`config.mk`:
```
export PLATFORM = sky130hd
export DESIGN_NAME = aio_board
export DESIGN_NICKNAME = d
export VERILOG_FILES = /design/src/aio_pkg.sv /design/src/aio_board.sv
export SDC_FILE = /design/constraint.sdc
export NUM_CORES = 1
export LEC_CHECK = 0
export CORE_ASPECT_RATIO = 1.1
export CORE_UTILIZATION = 55
export DETAILED_ROUTE_END_ITERATION = 6
export DONT_BUFFER_PORTS = 1
export PLACE_DENSITY_LB_ADDON = 0.08
export SLEW_MARGIN = 20
export SYNTH_ARGS = -nofsm -noshare
export SYNTH_HDL_FRONTEND = slang
export SYNTH_SLANG_ARGS = --single-unit
```
`constraint.sdc`:
```
create_clock -name clk_i -period 2.9 [get_ports clk_i]
set_input_delay 0 -clock clk_i [delete_from_list [all_inputs] [get_ports clk_i]]
set_output_delay 0 -clock clk_i [all_outputs]
set_load 0.005 [all_outputs]
```
`src/aio_pkg.sv`:
```
package aio_pkg;
    // ****************************************
    // Register offsets
    // ****************************************
    localparam logic [3:0] AIO_OFS_IN1 = 4'h0;
    localparam logic [3:0] AIO_OFS_IN2 = 4'h1;
    localparam logic [3:0] AIO_OFS_IN3 = 4'h2;
    localparam logic [3:0] AIO_OFS_IN4 = 4'h3;
    localparam logic [3:0] AIO_OFS_OUT1 = 4'h4;
    localparam logic [3:0] AIO_OFS_OUT2 = 4'h5;
    localparam logic [3:0] AIO_OFS_STATUS = 4'h6;
    localparam logic [3:0] AIO_OFS_ERRCODE = 4'h7;
    localparam logic [3:0] AIO_OFS_CONFIG = 4'h8;
    localparam logic [3:0] AIO_OFS_IRQ_ST = 4'h9;
    localparam logic [3:0] AIO_OFS_IRQ_MASK = 4'hA;
    // ****************************************
    // Fields and codes
    // ****************************************
    localparam int AIO_FLAG_BIT = 15;
    localparam int AIO_CODE_LSB = 8;
    localparam int AIO_EN_LSB = 8;
    localparam logic [1:0] AIO_RNG_BIP = 2'h0;
    localparam logic [1:0] AIO_RNG_U10 = 2'h1;
    localparam logic [1:0] AIO_RNG_U5 = 2'h2;
    localparam logic [1:0] AIO_RNG_RSV = 2'h3;
    localparam logic [7:0] AIO_ERR_NONE = 8'h00;
    localparam logic [7:0] AIO_ERR_HW = 8'h01;
    localparam logic [7:0] AIO_ERR_CFG = 8'h03;
    localparam logic [7:0] AIO_ERR_CONV = 8'h04;
    localparam logic [15:0] AIO_BIP_MIN = 16'hF800;
    localparam logic [15:0] AIO_BIP_MAX = 16'h07FF;
    localparam logic [15:0] AIO_CUR_MAX = 16'h07FF;
    localparam logic [15:0] AIO_CFG_RESET = 16'h0000;
    localparam logic [15:0] AIO_WORD_RESET = 16'h0000;
    // ****************************************
    // Timing
    // ****************************************
    localparam int AIO_CLK_NS = 10;
    localparam int AIO_SCAN_NS = 1000;
    localparam int AIO_SCAN_CYCLES = (AIO_SCAN_NS + AIO_CLK_NS - 1) / AIO_CLK_NS;
    localparam int AIO_SCAN_W = 12;
    typedef enum logic [0:0] {
        AIO_ST_CFG = 1'b0,
        AIO_ST_RUN = 1'b1
    } aio_state_t;
endpackage

```
`src/aio_board.sv`:
```
module aio_board #(
    parameter int SCAN_CYCLES = aio_pkg::AIO_SCAN_CYCLES
) (
    input wire logic clk_i,
    input wire logic rst_n_i,
    input wire logic [3:0] addr_i,
    input wire logic [15:0] wdata_i,
    input wire logic we_i,
    input wire logic re_i,
    output logic [15:0] rdata_o,
    input wire logic [3:0][11:0] adc_raw_i,
    input wire logic hw_fault_i,
    input wire logic conv_err_i,
    input wire logic [1:0] out_current_i,
    output logic [1:0][11:0] dac_code_o,
    output logic dac_load_o,
    output logic board_err_o,
    output logic irq_o
);
    import aio_pkg::*;

    // ****************************************
    // State
    // ****************************************
    typedef struct packed {
        aio_state_t st;
        logic [AIO_SCAN_W-1:0] tick;
        logic [3:0][11:0] raw1;
        logic [3:0][11:0] raw2;
        logic [1:0] flt1;
        logic [1:0] flt2;
        logic [1:0] orng1;
        logic [1:0] orng2;
        logic [3:0][15:0] res;
        logic [1:0][15:0] out_set;
        logic [15:0] cfg_wr;
        logic [11:0] cfg_act;
        logic [1:0] orng_act;
        logic [7:0] code;
        logic berr;
        logic [1:0][11:0] dac;
        logic dac_load;
        logic [1:0] irq_st;
        logic [1:0] irq_mask;
        logic irq;
        logic [15:0] rdata;
    } aio_regs_t;

    aio_regs_t q;
    aio_regs_t d;

    // ****************************************
    // Helpers
    // ****************************************
    function automatic logic [15:0] aio_conv(input logic [11:0] raw, input logic [1:0] rng, input logic dis);
        logic [15:0] r;
        r = 16'h0000;
        if (!dis) begin
            case (rng)
                AIO_RNG_BIP: r = {{5{~raw[11]}}, raw[10:0]};
                AIO_RNG_U10, AIO_RNG_U5: r = {4'h0, raw};
                default: r = 16'h0000;
            endcase
        end
        return r;
    endfunction

    function automatic logic [11:0] aio_dac(input logic [15:0] s, input logic cur);
        logic [11:0] c;
        c = 12'h000;
        if (cur) begin
            if (s[15]) begin
                c = 12'h000;
            end else if (s > AIO_CUR_MAX) begin
                c = {1'b0, AIO_CUR_MAX[10:0]};
            end else begin
                c = {1'b0, s[10:0]};
            end
        end else begin
            if ($signed(s) < $signed(AIO_BIP_MIN)) begin
                c = {~AIO_BIP_MIN[11], AIO_BIP_MIN[10:0]};
            end else if ($signed(s) > $signed(AIO_BIP_MAX)) begin
                c = {~AIO_BIP_MAX[11], AIO_BIP_MAX[10:0]};
            end else begin
                c = {~s[11], s[10:0]};
            end
        end
        return c;
    endfunction

    function automatic logic aio_oor(input logic [15:0] s, input logic cur);
        logic o;
        if (cur) begin
            o = s[15] || (s > AIO_CUR_MAX);
        end else begin
            o = ($signed(s) < $signed(AIO_BIP_MIN)) || ($signed(s) > $signed(AIO_BIP_MAX));
        end
        return o;
    endfunction

    logic scan;
    assign scan = (q.tick == AIO_SCAN_W'(SCAN_CYCLES - 1));

    // ****************************************
    // Next state
    // ****************************************
    always_comb begin
        logic [1:0] irq_set;
        logic [1:0] irq_clr;
        logic cfg_bad;
        logic oor;
        irq_set = 2'b00;
        irq_clr = 2'b00;
        cfg_bad = 1'b0;
        oor = 1'b0;
        d = q;
        d.raw1 = adc_raw_i;
        d.raw2 = q.raw1;
        d.flt1 = {conv_err_i, hw_fault_i};
        d.flt2 = q.flt1;
        d.orng1 = out_current_i;
        d.orng2 = q.orng1;
        d.dac_load = 1'b0;
        d.tick = scan ? '0 : q.tick + AIO_SCAN_W'(1);
        case (q.st)
            AIO_ST_CFG: begin
                if (scan) begin
                    d.cfg_act = q.cfg_wr[11:0];
                    d.orng_act = q.orng2;
                    d.st = AIO_ST_RUN;
                end
            end
            AIO_ST_RUN: begin
                if (scan) begin
                    for (int i = 0; i < 4; i++) begin
                        d.res[i] = aio_conv(q.raw2[i], q.cfg_act[2*i +: 2], q.cfg_act[AIO_EN_LSB + i]);
                    end
                    for (int j = 0; j < 2; j++) begin
                        d.dac[j] = aio_dac(q.out_set[j], q.orng_act[j]);
                    end
                    d.dac_load = 1'b1;
                    irq_set[0] = 1'b1;
                end
            end
            default: d.st = AIO_ST_CFG;
        endcase
        // Error code and flag
        for (int i = 0; i < 4; i++) begin
            if (q.cfg_act[2*i +: 2] == AIO_RNG_RSV) begin
                cfg_bad = 1'b1;
            end
        end
        for (int j = 0; j < 2; j++) begin
            if (aio_oor(q.out_set[j], q.orng_act[j])) begin
                oor = 1'b1;
            end
        end
        if (q.st != AIO_ST_RUN) begin
            d.code = AIO_ERR_NONE;
        end else if (q.flt2[0]) begin
            d.code = AIO_ERR_HW;
        end else if (cfg_bad) begin
            d.code = AIO_ERR_CFG;
        end else if (q.flt2[1] || oor) begin
            d.code = AIO_ERR_CONV;
        end else begin
            d.code = AIO_ERR_NONE;
        end
        d.berr = (d.code != AIO_ERR_NONE);
        if (d.berr && !q.berr) begin
            irq_set[1] = 1'b1;
        end
        // Register writes
        if (we_i) begin
            case (addr_i)
                AIO_OFS_OUT1: d.out_set[0] = wdata_i;
                AIO_OFS_OUT2: d.out_set[1] = wdata_i;
                AIO_OFS_CONFIG: d.cfg_wr = wdata_i;
                AIO_OFS_IRQ_MASK: d.irq_mask = wdata_i[1:0];
                default: d.cfg_wr = d.cfg_wr;
            endcase
        end
        // Register reads
        d.rdata = 16'h0000;
        if (re_i) begin
            case (addr_i)
                AIO_OFS_IN1: d.rdata = q.res[0];
                AIO_OFS_IN2: d.rdata = q.res[1];
                AIO_OFS_IN3: d.rdata = q.res[2];
                AIO_OFS_IN4: d.rdata = q.res[3];
                AIO_OFS_OUT1: d.rdata = q.out_set[0];
                AIO_OFS_OUT2: d.rdata = q.out_set[1];
                AIO_OFS_STATUS: d.rdata = {q.berr, 15'h0000};
                AIO_OFS_ERRCODE: d.rdata = {q.code, 8'h00};
                AIO_OFS_CONFIG: d.rdata = q.cfg_wr;
                AIO_OFS_IRQ_ST: begin
                    d.rdata = {14'h0000, q.irq_st};
                    irq_clr = 2'b11;
                end
                AIO_OFS_IRQ_MASK: d.rdata = {14'h0000, q.irq_mask};
                default: d.rdata = 16'h0000;
            endcase
        end
        // Set wins over clear
        d.irq_st = (q.irq_st & ~irq_clr) | irq_set;
        d.irq = |(q.irq_st & q.irq_mask);
    end

    always_ff @(posedge clk_i or negedge rst_n_i) begin
        if (!rst_n_i) begin
            q <= '0;
            q.st <= AIO_ST_CFG;
            q.cfg_wr <= AIO_CFG_RESET;
            q.out_set <= {AIO_WORD_RESET, AIO_WORD_RESET};
        end else begin
            q <= d;
        end
    end

    assign rdata_o = q.rdata;
    assign dac_code_o = q.dac;
    assign dac_load_o = q.dac_load;
    assign board_err_o = q.berr;
    assign irq_o = q.irq;
endmodule

```
==> results of run 1 <==
## Yosys cell counts (2+ instances only)
library cell / count
sky130_fd_sc_hd__nor2b_1: 14
sky130_fd_sc_hd__a31oi_1: 7
sky130_fd_sc_hd__nor2_1: 19
sky130_fd_sc_hd__or2_2: 3
sky130_fd_sc_hd__o21ai_0: 79
sky130_fd_sc_hd__nand4_1: 47
sky130_fd_sc_hd__a21oi_1: 15
sky130_fd_sc_hd__a22oi_1: 7
sky130_fd_sc_hd__ha_1: 9
sky130_fd_sc_hd__a32o_1: 3
sky130_fd_sc_hd__nand2_1: 29
sky130_fd_sc_hd__or3_1: 2
sky130_fd_sc_hd__nor3b_1: 3
sky130_fd_sc_hd__nand3b_1: 4
sky130_fd_sc_hd__xor2_1: 2
sky130_fd_sc_hd__nor4_1: 4
sky130_fd_sc_hd__a221oi_1: 2
sky130_fd_sc_hd__and3_1: 2
sky130_fd_sc_hd__nor3_1: 9
sky130_fd_sc_hd__mux2_1: 10
sky130_fd_sc_hd__and2_1: 6
sky130_fd_sc_hd__clkbuf_1: 39
sky130_fd_sc_hd__dfrtp_1: 281
sky130_fd_sc_hd__o2bb2ai_1: 5
sky130_fd_sc_hd__inv_1: 78
sky130_fd_sc_hd__a32oi_1: 3
sky130_fd_sc_hd__xnor2_1: 7
sky130_fd_sc_hd__buf_4: 43
sky130_fd_sc_hd__o2111ai_1: 22
sky130_fd_sc_hd__buf_2: 11
sky130_fd_sc_hd__mux2i_1: 11
sky130_fd_sc_hd__a222oi_1: 5
sky130_fd_sc_hd__a22o_1: 16
sky130_fd_sc_hd__nand4b_1: 2
sky130_fd_sc_hd__nand2b_1: 5
sky130_fd_sc_hd__mux2_2: 66
sky130_fd_sc_hd__nand3_1: 9
sky130_fd_sc_hd__or4_1: 3
## logic make-up after synthesis
logic type | share of synthesized area
xor gates and xnor gates | 0.007108
buffers and inverters | 0.07502
DFF | 0.6340
and+or+nand+nor | 0.08382
muxes | 0.08912
AOI/OAI and AO/OA | 0.1007
adders and majority gates | 0.01015
## metrics by stage
stage	utilization	hold slack, ns	total power [mW]	cell area, um2	cells
CTS	0.6445	-0.8536	8.607	12760	1200
global route	0.6445	-0.8608	8.820	12760	1200
floorplan	-	-0.2956	4.668	11090	896
detailed placement	0.5552	-0.2898	4.831	10990	1068
finish	0.6445	-0.8337	8.550	12760	1200
global placement	0.5552	-0.2876	4.815	10990	1068
## per-layer routing
layer | up-vias | global-route usage | share of wire | wire, um
met1 | 3587 | 0.3479 | 0.42 | 10410
li1 | 3169 | - | - | -
met4 | 0 | 0.09011 | 0.029 | 736
met3 | 55 | 0.04618 | 0.070 | 1745
met5 | - | 0 | 0 | 0
met2 | 285 | 0.4123 | 0.49 | 12140
## area by class of cell
cell class              count  area, um2
inverters                  78      292.8
clock buffers              43      838.3
multi-input cells         442       3237
repair buffers             97      933.4
fillers                  1504       7037
flip-flops and latches    281       7033
clock inverters             7      110.1
well taps                 252      315.3
## sequential cells by signal (all words and copies together) (netlist names)
register     flops
dac_load_o       1
board_err_o      1
q              186
d               52
irq_o            1
rdata_o         16
dac_code_o      24
## critical path, delay by kind of cell
| family | cells | cell delay (ns) |
|---|---|---|
| and+or+nand+nor | 2 | 0.74 |
| buffers and inverters | 2 | 1.51 |
| AOI/OAI and AO/OA | 2 | 0.71 |
## how the worst max path moves through the flow
stage / from / endpoint / slack, ns / cells past startpoint
3_5_place_dp: q[287] / q[136] / 0.51 / 5
5_1_grt: addr_i[0] / rdata_o[10] / 0.22 / 6
6_report: addr_i[0] / rdata_o[10] / 0.40 / 6
3_3_place_gp: q[287] / q[126] / 0.57 / 5
2_1_floorplan: q[287] / q[55] / 0.75 / 7
4_1_cts: q[144] / rdata_o[11] / 0.46 / 6
## power by group
group / total, mW / switching [mW] / internal (mW)
sequential: 4.40 / 0.237 / 4.16
combinational: 0.499 / 0.224 / 0.275
clock: 3.65 / 1.41 / 2.24
total: 8.55 / 1.87 / 6.68
==> out/summary.json, run 1 <==
{
  "synthesis.yosys.warnings": 0,
  "criticalPathCategory": "in2reg",
  "worst_skew_pair.late_latency_ns": 0.54,
  "synth-seq-area-share": 0.6340,
  "rr_endpoint": "dac_code_o[7]",
  "synth_cells": 896,
  "fp.coreArea_um2": 19800,
  "cell_repeated_most_along_the_worst_path": "sky130_fd_sc_hd__dlygate4sd3_1",
  "worst-endpoint-required_ns": 3.37,
  "detailroute.via_count": 7096,
  "syn-mean-instance-area_um2": 12.38,
  "clk_transition_reported_paths_ns": 0.06,
  "critical_path_cell_by_cell": "dlygate4sd3_1 -> and2_1 -> o21ai_0 -> nand2_1 -> o41ai_1 -> dlygate4sd3_1",
  "drc_markers": 0,
  "preCtsSetupSlack_ns": 0.5055,
  "drv_cap": 0,
  "cts.repair.resized": 0,
  "dieWidth_um": 137.4,
  "worstReg2RegStart": "q[287]",
  "timing.critical_path.fanout_max": 19,
  "final.setup.worst_slack_ns": 0.4047,
  "synth_area_leader_cell": "sky130_fd_sc_hd__dfrtp_1",
  "seq_cells_post_synth": 281,
  "cellPowerDensity_nw_per_um2": 670.1,
  "drtPass1Iterations": 7,
  "grt_pass1_wl_mm": 39.65,
  "worst_case_headroom_to_the_max_slew_limit": 0.3609,
  "reg2regPathDepth": 5,
  "grt_antenna_before_repair": 0,
  "synth_top_flop_cell": "sky130_fd_sc_hd__dfrtp_1",
  "outcome": "finished, violations left",
  "io_pins": 119,
  "drt_wl_total_mm": 25.04,
  "postCtsHoldBufs": 82,
  "rrSetupSlack_ns": 0.46,
  "fin_worst_hold_slack_ns": -0.8337,
  "fin_tns_setup_ns": 0,
  "layout-drive-gt1-share": 0.1382,
  "syn-cell-area_um2": 11090,
  "antenna-diode-count": 0,
  "route.antenna.remaining_nets": 0,
  "worst_slew_pin_slew_ns": 0.9555,
  "initial_utilization": 0.5602,
  "clock-root-buffer": "sky130_fd_sc_hd__clkbuf_16",
  "yosys.cell_types.count": 52,
  "synthArstFlopShare": 1.000,
  "grt.total_usage": 0.2556,
  "critical_path.max_stage_delay_ns": 0.88,
  "crit_arrival_ns": 2.96,
  "die_y_um": 150.9,
  "min_period_over_period": 0.8604,
  "rsz_0062_raised_after_global_routing": "no",
  "layout_commonest_cell": "sky130_fd_sc_hd__dfrtp_1",
  "maximum_clock_frequency_ghz": 0.4008,
  "clock_tree_from_tritoncts": "built",
  "number_of_endpoints_with_negative_hold_slack_in_the_final_report": 281,
  "port-buffer-count": 0,
  "timing.final.crit_period_ns": 2.495,
  "die_area_um2": 20740,
  "yosysTopAreaCellShare": 0.6340,
  "end_kind": "flop",
  "synthTopCellsByArea": "sky130_fd_sc_hd__dfrtp_1, sky130_fd_sc_hd__mux2_2, sky130_fd_sc_hd__o21ai_0",
  "gpl.final_weighted_congestion": 0.9081,
  "clock_path_buffers": 3,
  "mostFrequentLayoutCells": "sky130_fd_sc_hd__dfrtp_1, sky130_fd_sc_hd__dlygate4sd3_1, sky130_fd_sc_hd__o21ai_0, sky130_fd_sc_hd__inv_1, sky130_fd_sc_hd__mux2_2",
  "postSynthNetCount": 981,
  "syn2layout_area_growth_pct": 15.05,
  "report.final.slew_viol_count": 0,
  "rows": 54,
  "cp_slowest_cell": "sky130_fd_sc_hd__dlygate4sd3_1",
  "detailed_place_hpwl_mm": 16.31,
  "largest_net_degree_at_the_start_of_global_routing": 282,
  "first_global_vias": 7039,
  "num-nets-final": 1013,
  "violations_in_the_final_reports": "negative hold slack",
  "htreeDepth": 1,
  "routed_length_per_placed_instance_um": 20.86,
  "worstSetupStartpointType": "input pin",
  "hold_path.class": "in2async",
  "overflow": 0,
  "max-vdd-ir-drop_mv": 0.5519,
  "tritoncts_num_sinks": 281,
  "cts-buffers-inserted": 28,
  "final_setup_fails": 0,
  "leakagePower_nw": 5.568,
  "detail_route.iter0.violations": 493,
  "setup_fix_buffers_added_after_clock_tree_synthesis": 0,
  "count_of_flip_flops_with_a_built_in_enable_after_synthesis": 0,
  "fin_skew_ns": 0.01358,
  "via_density": 5.913
}
Power figures use the tool's default switching activity.
==> run 2: changes to the inputs <==
--- a/config.mk
+++ b/config.mk
@@ -6,7 +6,7 @@
 export NUM_CORES = 1
 export LEC_CHECK = 0
 export CORE_ASPECT_RATIO = 1.1
-export CORE_UTILIZATION = 55
+export CORE_UTILIZATION = 40
 export DETAILED_ROUTE_END_ITERATION = 6
 export DONT_BUFFER_PORTS = 1
 export PLACE_DENSITY_LB_ADDON = 0.08
==> out/summary.json, run 2 (synthesized netlist as in run 1, its figures left out) <==
{
  "outcome": "finished, violations left",
  "violations_in_the_final_reports": "negative hold slack",
  "drv_cap": 0,
  "leakagePower_nw": 5.756,
  "cts-buffers-inserted": 29,
  "worst_skew_pair.late_latency_ns": 0.53,
  "final_setup_fails": 0,
  "end_kind": "flop",
  "grt.total_usage": 0.1987,
  "grt_antenna_before_repair": 0,
  "crit_arrival_ns": 3.06,
  "final_design_area_no_fill_um2": 13300,
  "layout.area.seq_um2": 7033,
  "drtPass1Iterations": 7,
  "cp_slowest_cell": "sky130_fd_sc_hd__dlygate4sd3_1",
  "detailed_place.area_um2": 11160,
  "worstSetupStartpointType": "input pin",
  "criticalPathCategory": "in2reg",
  "antenna-diode-count": 0,
  "hold_path.class": "in2async",
  "fin_cells": 1339,
  "detailroute.via_count": 7089,
  "cellPowerDensity_nw_per_um2": 670.2,
  "route.antenna.remaining_nets": 0,
  "num-nets-final": 1045,
  "layout_commonest_cell": "sky130_fd_sc_hd__dfrtp_1",
  "die_area_um2": 28400,
  "mostFrequentLayoutCells": "sky130_fd_sc_hd__dfrtp_1, sky130_fd_sc_hd__dlygate4sd3_1, sky130_fd_sc_hd__o21ai_0, sky130_fd_sc_hd__inv_1, sky130_fd_sc_hd__mux2_2",
  "fin_skew_ns": 0.01264,
  "detail_route.iter0.violations": 601,
  "worst_case_headroom_to_the_max_slew_limit": 0.3518,
  "number_of_endpoints_with_negative_hold_slack_in_the_final_report": 281,
  "detailed_place_hpwl_mm": 18.25,
  "place_inst": 1176,
  "max-vdd-ir-drop_mv": 0.5634,
  "htreeDepth": 1,
  "rsz_0062_raised_after_global_routing": "no",
  "preCtsSetupSlack_ns": 0.4022,
  "gpl.final_weighted_congestion": 0.8737,
  "fin_worst_hold_slack_ns": -0.8354,
  "io_pins": 119,
  "dieWidth_um": 160.8,
  "clock-root-buffer": "sky130_fd_sc_hd__clkbuf_16",
  "critical_path_cell_by_cell": "dlygate4sd3_1 -> nor3b_1 -> and2_1 -> nand2_1 -> mux2_2",
  "critical_path.max_stage_delay_ns": 0.86,
  "worst_slew_pin_slew_ns": 0.9702,
  "drt_wl_total_mm": 27.42,
  "routed_length_per_placed_instance_um": 20.47,
  "fin_tns_setup_ns": 0,
  "initial_utilization": 0.4090,
  "timing.critical_path.fanout_max": 20,
  "final.setup.worst_slack_ns": 0.2463,
  "drc_markers": 0,
  "rows": 63,
  "report.final.slew_viol_count": 0,
  "clock_path_buffers": 3,
  "largest_net_degree_at_the_start_of_global_routing": 282,
  "grt_pass1_wl_mm": 43.22,
  "via_density": 5.294,
  "timing.final.crit_period_ns": 2.654,
  "power.total_mw": 8.916,
  "top_register": "q",
  "min_period_over_period": 0.9151,
  "layout-drive-gt1-share": 0.1456,
  "clock_tree_from_tritoncts": "built",
  "largest_register_ffs": 186,
  "fillers": 2461,
  "multi_input_gate_area_in_the_final_layout_um2": 3237,
  "fp.coreArea_um2": 27120,
  "first_global_vias": 7363,
  "worst-endpoint-required_ns": 3.31,
  "maximum_clock_frequency_ghz": 0.3768,
  "tritoncts_num_sinks": 281,
  "final_core_util": 0.4906,
  "cts.repair.resized": 0,
  "clk_transition_reported_paths_ns": 0.06,
  "syn2layout_area_growth_pct": 19.95,
  "port-buffer-count": 0,
  "overflow": 0,
  "die_y_um": 176.6
}
## run 2: layer usage
layer	routed length (um)	vias up	track usage	part of all wire
met5	0	-	0	0
met2	13330	220	0.3346	0.49
li1	-	3235	-	-
met4	570	0	0.05149	0.021
met1	12060	3596	0.2684	0.44
met3	1455	38	0.03116	0.053
## run 2: cell type report
class | count | area share
Sequential cell | 281 | 0.5287
Clock inverter | 14 | 0.01514
Inverter | 78 | 0.02201
Tap cell | 357 | 0.03358
Timing Repair Buffer | 128 | 0.09387
Clock buffer | 39 | 0.06339
Multi-Input combinational cell | 442 | 0.2433
## run 2: path summary, 6_finish.rpt
| check | startpoint | endpoint | slack, ns | depth (start not counted) |
|---|---|---|---|---|
| setup / recovery | addr_i[1] | q[106] | 0.25 | 5 |
| hold / removal | rst_n_i | dac_code_o[1] | -0.84 | 0 |
| setup reg to reg | q[287] | q[123] | 0.40 | 5 |
| hold reg to reg | d[193] | q[193] | 0.34 | 0 |
| max in group asynchronous | rst_n_i | q[295] | 3.19 | 0 |
| min in group clk_i | adc_raw_i[23] | d[212] | 0.02 | 1 |
## run 2: worst max-delay path, delay by kind of cell
| family | cells | cell delay (ns) |
|---|---|---|
| multiplexers | 1 | 0.49 |
| buffers and inverters | 1 | 0.86 |
| AND/OR/NAND/NOR | 3 | 1.69 |
## run 2: repair_timing
| action | in CTS | in global routing |
|---|---|---|
| hold endpoints to repair | 401 | 283 |
| hold buffers | 108 | 2 |
| setup buffers | 0 | 0 |
| setup endpoints to repair | 0 | 0 |
## run 2: where the power goes
group	internal (mW)	switching, mW	total [mW]
logic	0.311	0.231	0.542
clock network	2.47	1.49	3.96
registers	4.16	0.245	4.41
total	6.95	1.97	8.92
==> run 3: changes to the inputs <==
--- a/config.mk
+++ b/config.mk
@@ -7,6 +7,7 @@
 export LEC_CHECK = 0
 export CORE_ASPECT_RATIO = 1.1
 export CORE_UTILIZATION = 40
+export CTS_BUF_LIST = sky130_fd_sc_hd__clkbuf_2 sky130_fd_sc_hd__clkbuf_4 sky130_fd_sc_hd__clkbuf_8
 export DETAILED_ROUTE_END_ITERATION = 6
 export DONT_BUFFER_PORTS = 1
 export PLACE_DENSITY_LB_ADDON = 0.08
==> out/summary.json, run 3 (synthesized netlist as in run 1, its figures left out) <==
{
  "cp_slowest_cell": "sky130_fd_sc_hd__dlygate4sd3_1",
  "grt.total_usage": 0.2063,
  "timing.final.crit_period_ns": 2.701,
  "worstSetupStartpointType": "input pin",
  "rrSetupSlack_ns": 0.41,
  "preCtsSetupSlack_ns": 0.4022,
  "worst-endpoint-required_ns": 3.33,
  "dieWidth_um": 160.8,
  "hold_path.class": "in2async",
  "crit_arrival_ns": 3.13,
  "max-vdd-ir-drop_mv": 0.3735,
  "drc_markers": 0,
  "critical_path.max_stage_delay_ns": 0.88,
  "die_y_um": 176.6,
  "io_pins": 119,
  "power.total_mw": 8.489,
  "via_density": 5.252,
  "end_kind": "flop",
  "antenna-diode-count": 0,
  "drv_cap": 0,
  "clk_transition_reported_paths_ns": 0.06,
  "mostFrequentLayoutCells": "sky130_fd_sc_hd__dfrtp_1, sky130_fd_sc_hd__dlygate4sd3_1, sky130_fd_sc_hd__o21ai_0, sky130_fd_sc_hd__inv_1, sky130_fd_sc_hd__mux2_2",
  "rows": 63,
  "timing.critical_path.fanout_max": 21,
  "final_design_area_no_fill_um2": 13430,
  "cts-buffers-inserted": 46,
  "pwr-share-comb": 0.065,
  "critical_path_cell_by_cell": "dlygate4sd3_1 -> nor3b_1 -> and2_1 -> nand2_1 -> mux2_2",
  "net_switching_power_figure_mw": 1.984,
  "fp.coreArea_um2": 27120,
  "fin_tns_setup_ns": 0,
  "cts.repair.resized": 0,
  "report.final.slew_viol_count": 0,
  "tritoncts_num_sinks": 281,
  "final_setup_fails": 0,
  "detailed_place_hpwl_mm": 18.25,
  "criticalPathCategory": "in2reg",
  "fin_cells": 1388,
  "htreeDepth": 2,
  "largest_register_ffs": 186,
  "number_of_endpoints_with_negative_hold_slack_in_the_final_report": 281,
  "worstReg2RegStart": "q[287]",
  "fillers": 2453,
  "worst_skew_pair.late_latency_ns": 0.55,
  "top_register": "q",
  "outcome": "finished, violations left",
  "final.setup.worst_slack_ns": 0.1988,
  "initial_utilization": 0.4090,
  "min_period_over_period": 0.9314,
  "first_global_vias": 7697,
  "grt_antenna_before_repair": 0,
  "rsz_0062_raised_after_global_routing": "no",
  "drt_wl_total_mm": 28.13,
  "power_switching_share": 0.2337,
  "setup_fix_buffers_added_after_clock_tree_synthesis": 0,
  "route.antenna.remaining_nets": 0,
  "clock_tree_from_tritoncts": "built",
  "maximum_clock_frequency_ghz": 0.3702,
  "overflow": 0,
  "num-nets-final": 1084,
  "leakagePower_nw": 5.840,
  "clock-root-buffer": "sky130_fd_sc_hd__clkbuf_8",
  "reg2regPathDepth": 5,
  "detailed_place.area_um2": 11160,
  "worst_slew_pin_slew_ns": 0.9572,
  "cellPowerDensity_nw_per_um2": 631.9,
  "internal_power_mw": 6.505,
  "routed_length_per_placed_instance_um": 20.26,
  "fin_worst_hold_slack_ns": -0.8482,
  "drtPass1Iterations": 5,
  "port-buffer-count": 0,
  "gpl.final_weighted_congestion": 0.8737,
  "share_seq_of_total_power": 0.520,
  "power_frac_clock": 0.415,
  "layout_commonest_cell": "sky130_fd_sc_hd__dfrtp_1",
  "grt_pass1_wl_mm": 44.70,
  "clock_path_buffers": 3,
  "rr_endpoint": "q[123]",
  "syn2layout_area_growth_pct": 21.13,
  "postCtsHoldBufs": 132,
  "detail_route.iter0.violations": 675,
  "detailroute.via_count": 7290,
  "layout-drive-gt1-share": 0.1668,
  "die_area_um2": 28400,
  "largest_net_degree_at_the_start_of_global_routing": 282,
  "violations_in_the_final_reports": "negative hold slack",
  "place_inst": 1176,
  "fin_skew_ns": 0.01868,
  "worst_case_headroom_to_the_max_slew_limit": 0.3598
}
-- run 3: cell types whose count changed in the layout (fill, tap and decap cells not counted) --
cell                            before  now
sky130_fd_sc_hd__clkinv_4            1    0
sky130_fd_sc_hd__bufinv_16           5    1
sky130_fd_sc_hd__clkbuf_16          29    0
sky130_fd_sc_hd__clkbuf_1            2    0
sky130_fd_sc_hd__dlygate4sd3_1     110  132
sky130_fd_sc_hd__clkbuf_8            8   56
sky130_fd_sc_hd__clkbuf_4            0   15
-- run 3: power by group through the flow --
| stage | Clock [mW] | Sequential (mW) | Combinational [mW] |
|---|---|---|---|
| finish | 3.52 | 4.41 | 0.552 |
| global placement | 0 | 4.47 | 0.366 |
| detailed placement | 0 | 4.48 | 0.377 |
| CTS | 3.63 | 4.41 | 0.549 |
| floorplan | 0 | 4.34 | 0.326 |
| global route | 3.84 | 4.43 | 0.600 |
-- run 3: final cells by class --
class                   instances  area [um2]  area share
clock buffers                  71       883.3     0.06575
clock inverters                 9       72.57    0.005402
inverters                      78       292.8     0.02179
multi-input cells             442        3237      0.2409
flip-flops and latches        281        7033      0.5235
well taps                     357       446.7     0.03325
repair buffers                150        1469      0.1093
-- run 3: how the worst max path moves through the flow --
stage | start | to
floorplan | q[287] | q[55]
global placement | q[287] | q[127]
detailed placement | q[287] | q[142]
CTS | addr_i[1] | q[103]
global route | addr_i[1] | q[102]
finish | addr_i[1] | q[103]
-- run 3: metrics by stage --
step / utilization / hold slack, ns
CTS: 0.4954 / -0.8762
finish: 0.4954 / -0.8482
detailed placement: 0.4115 / -0.2836
global route: 0.4954 / -0.8879
floorplan: - / -0.2956
global placement: 0.4115 / -0.2856
-- run 3: critical path, delay by kind of cell --
family | cells | cell delay, ns
AND/OR/NAND/NOR | 3 | 1.72
multiplexers | 1 | 0.51
buffers and inverters | 1 | 0.88
-- run 3: per-layer routing --
metal / GRT usage / wire, um / vias up / part of all wire
met5: 0 / 0 / - / 0
met4: 0.06800 / 718 / 0 / 0.026
li1: - / - / 3325 / -
met1: 0.2735 / 12270 / 3693 / 0.44
met3: 0.03679 / 1408 / 54 / 0.050
met2: 0.3433 / 13730 / 218 / 0.49
